===== config.mk =====
export PLATFORM = sky130hd
export DESIGN_NAME = svw_supervisor
export DESIGN_NICKNAME = d
export VERILOG_FILES = /design/src/svw_pkg.sv /design/src/svw_timer.sv /design/src/svw_supervisor.sv
export SDC_FILE = /design/constraint.sdc
export NUM_CORES = 1
export LEC_CHECK = 0
export BUFFER_PORTS_ARGS = -buffer_cell sky130_fd_sc_hd__buf_2
export CAP_MARGIN = 25
export CORE_MARGIN = 1
export CORE_UTILIZATION = 50
export CTS_CLUSTER_SIZE = 25
export DETAILED_ROUTE_END_ITERATION = 10
export GPL_TIMING_DRIVEN = 0
export PLACE_DENSITY = 0.74
export REMOVE_ABC_BUFFERS = 1
export SYNTH_ARGS = -nofsm -noshare
export SYNTH_HDL_FRONTEND = slang
export SYNTH_SLANG_ARGS = --single-unit

===== constraint.sdc =====
create_clock -name i_clk -period 4.05 [get_ports i_clk]
set_input_delay 1.215 -clock i_clk [delete_from_list [all_inputs] [get_ports i_clk]]
set_output_delay 1.215 -clock i_clk [all_outputs]
set_load 0.02 [all_outputs]

===== src/svw_pkg.sv =====
// Purpose: Shared constants for the supervisor watchdog reset block.
// Assumes: A 125 MHz system clock.
// Notes:   Times are given in their own unit; cycle counts derive from them.
package svw_pkg;

  localparam int unsigned CLK_HZ       = 125_000_000;
  localparam int unsigned RST_PULSE_MS = 200;
  localparam int unsigned WDOG_MS      = 1600;
  localparam int unsigned RST_CYCLES   = (CLK_HZ / 1000) * RST_PULSE_MS;
  localparam int unsigned WDOG_CYCLES  = (CLK_HZ / 1000) * WDOG_MS;
  localparam int unsigned CNT_W        = 32;

  typedef enum logic [1:0] {
    SVW_RST_HOLD,
    SVW_RST_STRETCH,
    SVW_RST_IDLE
  } svw_rst_state_t;

endpackage : svw_pkg


===== src/svw_timer.sv =====
// Purpose: Restartable up counter that flags when a terminal count is reached.
// Assumes: Synchronous active-high reset.
// Notes:   The count saturates at the terminal value until cleared.
module svw_timer
  import svw_pkg::*;
#(
  parameter logic [CNT_W-1:0] LIMIT = 32'h0000_0001
)
(
  input  wire logic             i_clk,
  input  wire logic             i_rst,
  input  wire logic             i_clear,
  input  wire logic             i_run,
  output logic                  o_done
);

  logic [CNT_W-1:0] cnt_q;
  logic [CNT_W-1:0] cnt_d;

  always_comb
  begin
    cnt_d = cnt_q;
    if (i_clear)
    begin
      cnt_d = '0;
    end
    else if (i_run && (cnt_q != LIMIT))
    begin
      cnt_d = cnt_q + 32'h0000_0001;
    end
  end

  always_ff @(posedge i_clk)
  begin
    if (i_rst)
    begin
      cnt_q <= '0;
    end
    else
    begin
      cnt_q <= cnt_d;
    end
  end

  assign o_done = (cnt_q == LIMIT);

endmodule // svw_timer


===== src/svw_supervisor.sv =====
// Purpose: Reset generator, independent watchdog and power-fail flag.
// Assumes: Analog comparisons arrive as synchronous digital levels.
// Notes:   Long times are parameters so a simulation can shorten them.
module svw_supervisor
  import svw_pkg::*;
#(
  parameter int unsigned RST_CNT  = RST_CYCLES,
  parameter int unsigned WDOG_CNT = WDOG_CYCLES
)
(
  input  wire logic i_clk,
  input  wire logic i_rst,
  input  wire logic i_manual_reset_req_n,
  input  wire logic i_supply_low,
  input  wire logic i_powerfail_sense_low,
  input  wire logic i_watchdog_kick_in,
  input  wire logic i_watchdog_kick_hiz,
  output logic      o_reset_n,
  output logic      o_watchdog_expired_n,
  output logic      o_powerfail_flag_n
);

  // ****************************************************************
  // Reset sequencer
  // ****************************************************************
  svw_rst_state_t state_q;
  svw_rst_state_t state_d;
  logic           rst_n_q;
  logic           rst_n_d;
  logic           hold;
  logic           stretch_done;

  // The pad pull-up makes an open pin read high at this port.
  assign hold = i_supply_low || !i_manual_reset_req_n;

  // The stretch only counts while no hold is present; a hold sends the
  // sequencer back to its hold state, which clears the count.
  svw_timer #(
    .LIMIT (CNT_W'(RST_CNT - 1))
  ) u_rst_timer (
    .i_clk   (i_clk),
    .i_rst   (i_rst),
    .i_clear (state_q != SVW_RST_STRETCH),
    .i_run   (!hold),
    .o_done  (stretch_done)
  );

  always_comb
  begin
    state_d = state_q;
    rst_n_d = 1'b0;
    case (state_q)
      SVW_RST_HOLD:
      begin
        if (!hold)
        begin
          state_d = SVW_RST_STRETCH;
        end
      end
      SVW_RST_STRETCH:
      begin
        if (hold)
        begin
          state_d = SVW_RST_HOLD;
        end
        else if (stretch_done)
        begin
          state_d = SVW_RST_IDLE;
          rst_n_d = 1'b1;
        end
      end
      SVW_RST_IDLE:
      begin
        rst_n_d = 1'b1;
        // Watchdog expiry is deliberately not a trigger here.
        if (hold)
        begin
          state_d = SVW_RST_HOLD;
          rst_n_d = 1'b0;
        end
      end
      default:
      begin
        state_d = SVW_RST_HOLD;
      end
    endcase
  end

  always_ff @(posedge i_clk)
  begin
    if (i_rst)
    begin
      state_q <= SVW_RST_HOLD;
      rst_n_q <= 1'b0;
    end
    else
    begin
      state_q <= state_d;
      rst_n_q <= rst_n_d;
    end
  end

  assign o_reset_n = rst_n_q;

  // ****************************************************************
  // Watchdog
  // ****************************************************************
  logic kick_q;
  logic kick_d;
  logic wd_n_q;
  logic wd_n_d;
  logic wd_pf_q;
  logic wd_pf_d;
  logic wd_clear;
  logic wd_done;

  // Edges are taken on the registered level, which keeps following the
  // pin through three-state, so release does not fake an edge.
  assign wd_clear = !rst_n_q || i_watchdog_kick_hiz
                    || (i_watchdog_kick_in != kick_q);

  svw_timer #(
    .LIMIT (CNT_W'(WDOG_CNT - 1))
  ) u_wd_timer (
    .i_clk   (i_clk),
    .i_rst   (i_rst),
    .i_clear (wd_clear),
    .i_run   (!i_watchdog_kick_hiz),
    .o_done  (wd_done)
  );

  always_comb
  begin
    kick_d  = i_watchdog_kick_in;
    wd_n_d  = wd_n_q;
    wd_pf_d = !i_powerfail_sense_low;
    if (i_supply_low)
    begin
      wd_n_d = 1'b0;
    end
    else if (wd_clear)
    begin
      wd_n_d = 1'b1;
    end
    else if (wd_done)
    begin
      wd_n_d = 1'b0;
    end
  end

  always_ff @(posedge i_clk)
  begin
    if (i_rst)
    begin
      kick_q  <= 1'b0;
      wd_n_q  <= 1'b1;
      wd_pf_q <= 1'b1;
    end
    else
    begin
      kick_q  <= kick_d;
      wd_n_q  <= wd_n_d;
      wd_pf_q <= wd_pf_d;
    end
  end

  assign o_watchdog_expired_n = wd_n_q;
  assign o_powerfail_flag_n   = wd_pf_q;

  // Reset-low cycles since the last hold, counted apart from the
  // sequencer's timer so that a miscounted stretch cannot hide.
  logic [CNT_W-1:0] low_run_q;
  logic [CNT_W-1:0] low_run_d;

  always_comb
  begin
    low_run_d = low_run_q;
    if (hold || o_reset_n)
    begin
      low_run_d = '0;
    end
    else if (low_run_q != '1)
    begin
      low_run_d = low_run_q + CNT_W'(32'h0000_0001);
    end
  end

  always_ff @(posedge i_clk)
  begin
    if (i_rst)
    begin
      low_run_q <= '0;
    end
    else
    begin
      low_run_q <= low_run_d;
    end
  end
endmodule // svw_supervisor


* Yosys cells after proc, flatten, opt, wreduce, memory -nomap -nowiden
Cells that the tools add are included.
** Storage, ports and cells
- Register bits after elaboration :: 70
- Input port bits :: 7
- Output and inout port bits :: 3
** Operators by class
- Equality and inequality tests :: 11
- Muxes and demuxes :: 12
- Reduce and logical (&&, ||, !) cells :: 15
- $add $sub $neg :: 2
** Operator list (number)
- $add 32x1->32 const B :: 2
- $eq 32x25->1 const B :: 1
- $eq 32x28->1 const B :: 1
- $ne 32x25->1 const B :: 1
- $ne 32x28->1 const B :: 1
- $mux 2 :: 4
- $mux 1 :: 6
- $pmux 2 s3 :: 1
- $logic_not 1->1 :: 5
- $ne 2x2->1 const B :: 2
- $reduce_or 2->1 :: 2
- $logic_or 1x1->1 :: 3
- $ne 3x3->1 const B :: 1
- $reduce_and 3->1 :: 1
- $reduce_bool 3->1 :: 1
- $eq 2x1->1 const B :: 1
- $eq 2x2->1 const B :: 1
- $logic_and 1x1->1 :: 2
- $logic_not 2->1 :: 1
- $ne 2x1->1 const B :: 1
- $pmux 1 s2 :: 1
- $ne 1x1->1 :: 1

* Logic depth before layout (Yosys ltp)
- Word-level depth :: 5
- Depth in mapped cells :: 8
- Mapped depth without buffers :: 6

* Cells and area by module
Synthesis repeated with hierarchy kept, for this count alone.
** Second synthesis, totals
- Cells, all modules :: 435
- Area, all modules :: 3822.4 sq um
** Modules (own cells, without submodules)
- svw_timer at u_rst_timer :: times used 1, cells an instance 211, sequential area each 640.6 sq um, area each 1789.2 sq um
- svw_timer at u_wd_timer :: times used 1, cells an instance 185, sequential area each 640.6 sq um, area each 1687.9 sq um
- svw_supervisor :: times used 1, cells an instance 39, sequential area each 120.1 sq um, area each 345.3 sq um

* Worst setup path before layout
Ideal clock, no wire load.
- Kind :: input to register
- Start point :: input i_watchdog_kick_hiz
- End point :: register u_wd_timer.cnt_q[23]
- Data required time :: 3991 ps
- Stages :: 5
- Slack :: 1249 ps
- Arrival :: 2742 ps
- Library setup time :: 59 ps
- Path through :: or3b_1 buf_2 or4_1 or4_1 nand2_1
** On the way
- Longest elaborated chain between the ends :: 3
** Ends and longest elaborated chain
- start, declared :: line svw_supervisor.sv:17 : input wire logic i_watchdog_kick_hiz,
- $logic_or 1x1->1 :: line svw_supervisor.sv:119 : assign wd_clear = !rst_n_q || i_watchdog_kick_hiz
- $logic_or 1x1->1 :: line svw_supervisor.sv:120 : || (i_watchdog_kick_in != kick_q);
- $reduce_or 2->1 (no line)
- end signal, assigned :: line svw_timer.sv:41 : cnt_q <= cnt_d;
- end, declared :: line svw_timer.sv:17 : logic [CNT_W-1:0] cnt_q;
Several ways; a longest one is shown, not always the timed one.
A chain may end at the register's enable or synchronous reset.

* Worst setup path in the final report
- Start point :: input i_watchdog_kick_hiz
- End point :: register u_wd_timer.cnt_q[31]
The elaborated chain is that of the path after synthesis.

==> impl_metrics.csv <==
group,metric,value,unit
floorplanning,start_util,52.9,%
cells_and_area,final_nets,426,
global_routing,grt_pass1_vias,2753,
global_routing,antenna_found_initial,0,
synthesis,ys_async_sr_fraction,0,%
power_and_ir_drop,comb_power_share,2.7,%
setup_path,critPathCaptureType,"flip-flop",
cells_and_area,multi_input_area,1910,sq um
place,place.gp.congestion,0.788,
clock_network,cts_hold_buf,0,
power_and_ir_drop,p_sw_share,22.7,%
power_and_ir_drop,power.switching,0.275,mW
timing,slew_viol_final,0,
timing,finalCritPeriodShare,70.8,%
power_and_ir_drop,intPower,0.936,mW
synthesis,yosys_warnings,0,
timing,rsz0062_at_grt,"no",
setup_path,crit_required,4330,ps
status,outcome,"complete, but fails checks",
synthesis,ys_top_cells_by_count,"dfxtp_1, nor2_1, xnor2_1, nand2_1, or3_1",
timing,min_period,2870,ps
synthesis,yosys-top-cells-area,"dfxtp_1, xnor2_1, nor2_1, or3_1, nor4_1",
place,dp_hpwl,4620,um
timing,clock_skew,8.14,ps
clock_network,cts_sinks,70,
cells_and_area,syn_to_final_growth,7.90,%
synthesis,synth_top_area_share,40.8,%
synthesis,synth_seq_area_share,40.8,%
clock_network,cts_max_level,3,
floorplanning,top_level_ports,10,
route,finalWirelength,6790,um
place,placed_area,3540,sq um
route,vias,2927,
worst_hold_path,hold_class,"reg -> reg",
power_and_ir_drop,vdd_drop_max,0.181,mV
setup_path,path_buf_inv,1,
clock_network,cts_inserted_buffers,9,
timing,slew-limit-headroom,30.6,%
timing,setup_viol,0,
clock_network,clk_pin_slew,70,ps
route,vias_per_cell,5.90,
route,first_pass_iters,8,
setup_path,path_delay_family,"simple AND/OR/NAND/NOR gates",
timing,fmax,0.349,GHz
synthesis,synth_xor_area_share,9.93,%
floorplanning,die_x,84.9,um
clock_network,cts_tree,"done",
clock_network,worstSkewPairLatency,350,ps
synthesis,syn_area_per_cell,8.29,sq um
setup_path,crit_chain,"buf_2 > or3b_1 > or4_4 > or3_1 > a21oi_1",
status,violations,"design-rule violations",
cells_and_area,final_area,3710,sq um
setup_path,crit_path_start_kind,"input port",
synthesis,synth_mux_area_share,0.582,%
synthesis,synthSimpleGateAreaFrac,34.2,%
cells_and_area,n_antenna_cell,0,
place,port-buffer-count,9,
synthesis,synth_edf_count,0,
cells_and_area,final_util,57.1,%
setup_path,reg2reg_slack,1340,ps
floorplanning,core_area,6490,sq um
floorplanning,dieArea,7210,sq um
power_and_ir_drop,power.density,326,nW/um^2
synthesis,syn_area,3440,sq um
floorplanning,die_h,84.9,um
timing,max_slew.worst_pin.slew,1030,ps
clock_network,ctsResizeCount,0,
setup_path,critPathArrivalTime,3140,ps
global_routing,track_usage,20.8,%
route,drtAntennaViolNets,0,
synthesis,ys_ff_latch,70,
setup_path,crit_type,"in -> reg",
global_routing,grt_pass1_wl,12000,um
synthesis,synth.most_common_cell,"dfxtp_1",
floorplanning,rows,29,
timing,final.setup.tns,0,ps
synthesis,synth-main-ff-cell,"dfxtp_1",
setup_path,crit_slowest_cell,"or3b_1",
clock_network,postCtsSetupRepairBufs,0,
route,wl_per_cell,13.7,um
synthesis,syn_inst,415,
power_and_ir_drop,p_seq_share,57.2,%
global_routing,grt_overflow_total,0,
setup_path,worstPathMaxFanout,20,
job,maxCapViolations,0,
global_routing,grt_max_degree,26,
route,drtIter0Drc,120,
cells_and_area,regArea,1400,sq um
clock_network,clock_path_buffers,2,
setup_path,max_stage_delay,610,ps
synthesis,synth-compound-area-share,8.99,%
cells_and_area,drive_above_1_share,7.40,%
synthesis,synth_top_family_by_area,"simple AND/OR/NAND/NOR gates",
synthesis,yosysTopAreaCell,"dfxtp_1",
synthesis,yosys.area_share.adder,1.82,%
cells_and_area,nFillCells,573,
power_and_ir_drop,p_leak,1.03,nW
clock_network,cts-root-buf,"clkbuf_8",
synthesis,synth.distinct_cells,36,
timing,final_hold_viol_count,0,
route,drc,1,
power_and_ir_drop,clkPwrFrac,40.2,%
## metal layers
metal	share of wire, %	GRT usage, %	vias up
met4	2.3	10.3	0
met1	48	24.7	1374
met3	2.6	4.57	16
met2	47	35.5	36
li1	-	-	1501
met5	0	0	-
## cells by family after synthesis
family          Yosys count
xor+xnor                 39
mux                       2
simple gates            212
compound gates           54
flops                    70
buf+inv                  33
fa+ha+maj                 5
## flip-flops by register name (all words and copies together), names as in the netlist
signal and cells:
u_wd_timer.cnt_q 32, o_powerfail_flag_n 1, o_reset_n 1, state_q 2, kick_q 1, u_rst_timer.cnt_q 32, o_watchdog_expired_n 1
## cell usage in the layout (no fill, tap or decap), types with 9 or more instances in the layout
cell type,Yosys,final
a21oi_1,23,23
buf_2,4,9
clkbuf_8,0,10
dfxtp_1,70,70
inv_1,9,9
nand2_1,26,26
nand3_1,22,22
nand4_1,13,13
nor2_1,43,43
nor3_1,12,11
nor4_1,22,22
o21ai_0,19,19
or3_1,24,24
or4_1,14,14
xnor2_1,30,30
xor2_1,9,9
## layout make-up
cell class / instances / area share, %
Multi-Input combinational cell: 312 / 51.6
Sequential cell: 70 / 37.8
Clock buffer: 11 / 3.81
Timing Repair Buffer: 12 / 2.66
Tap cell: 77 / 2.60
Inverter: 9 / 0.911
Clock inverter: 5 / 0.675
## worst register-to-register path, stage by stage (launching register included)
cell and delay, ps:
dfxtp_1 400, nand4_1 430, or4_1 600, o41ai_2 840
o21ai_0 220, a21oi_1 160
## metrics by stage
| stage | std cells | power, mW | setup slack [ps] | hold WS, ps |
|---|---|---|---|---|
| floorplan | 391 | 0.725 | 1170 | 454 |
| global placement | 477 | 0.738 | 442 | 468 |
| detailed placement | 480 | 0.740 | 814 | 493 |
| CTS | 496 | 1.23 | 1180 | 505 |
| global route | 496 | 1.27 | 939 | 520 |
| finish | 496 | 1.21 | 1180 | 492 |
## power groups by stage
stage | Combinational, mW | Sequential, mW | Clock [mW]
after CTS | 0.0327 | 0.692 | 0.503
final | 0.0324 | 0.692 | 0.486
after global routing | 0.0362 | 0.692 | 0.538
after detailed placement | 0.0325 | 0.708 | 0
after floorplan | 0.0165 | 0.709 | 0
after global placement | 0.0300 | 0.708 | 0
## path summary, 6_finish.rpt
check,from,end,cells past startpoint
worst max-delay path,i_watchdog_kick_hiz,u_wd_timer.cnt_q[31],5
worst min-delay path,u_wd_timer.cnt_q[17],u_wd_timer.cnt_q[17],2
worst max register to register,u_rst_timer.cnt_q[19],u_rst_timer.cnt_q[4],5
worst min register to register,u_wd_timer.cnt_q[17],u_wd_timer.cnt_q[17],2
(Power assumes the default switching activity.)
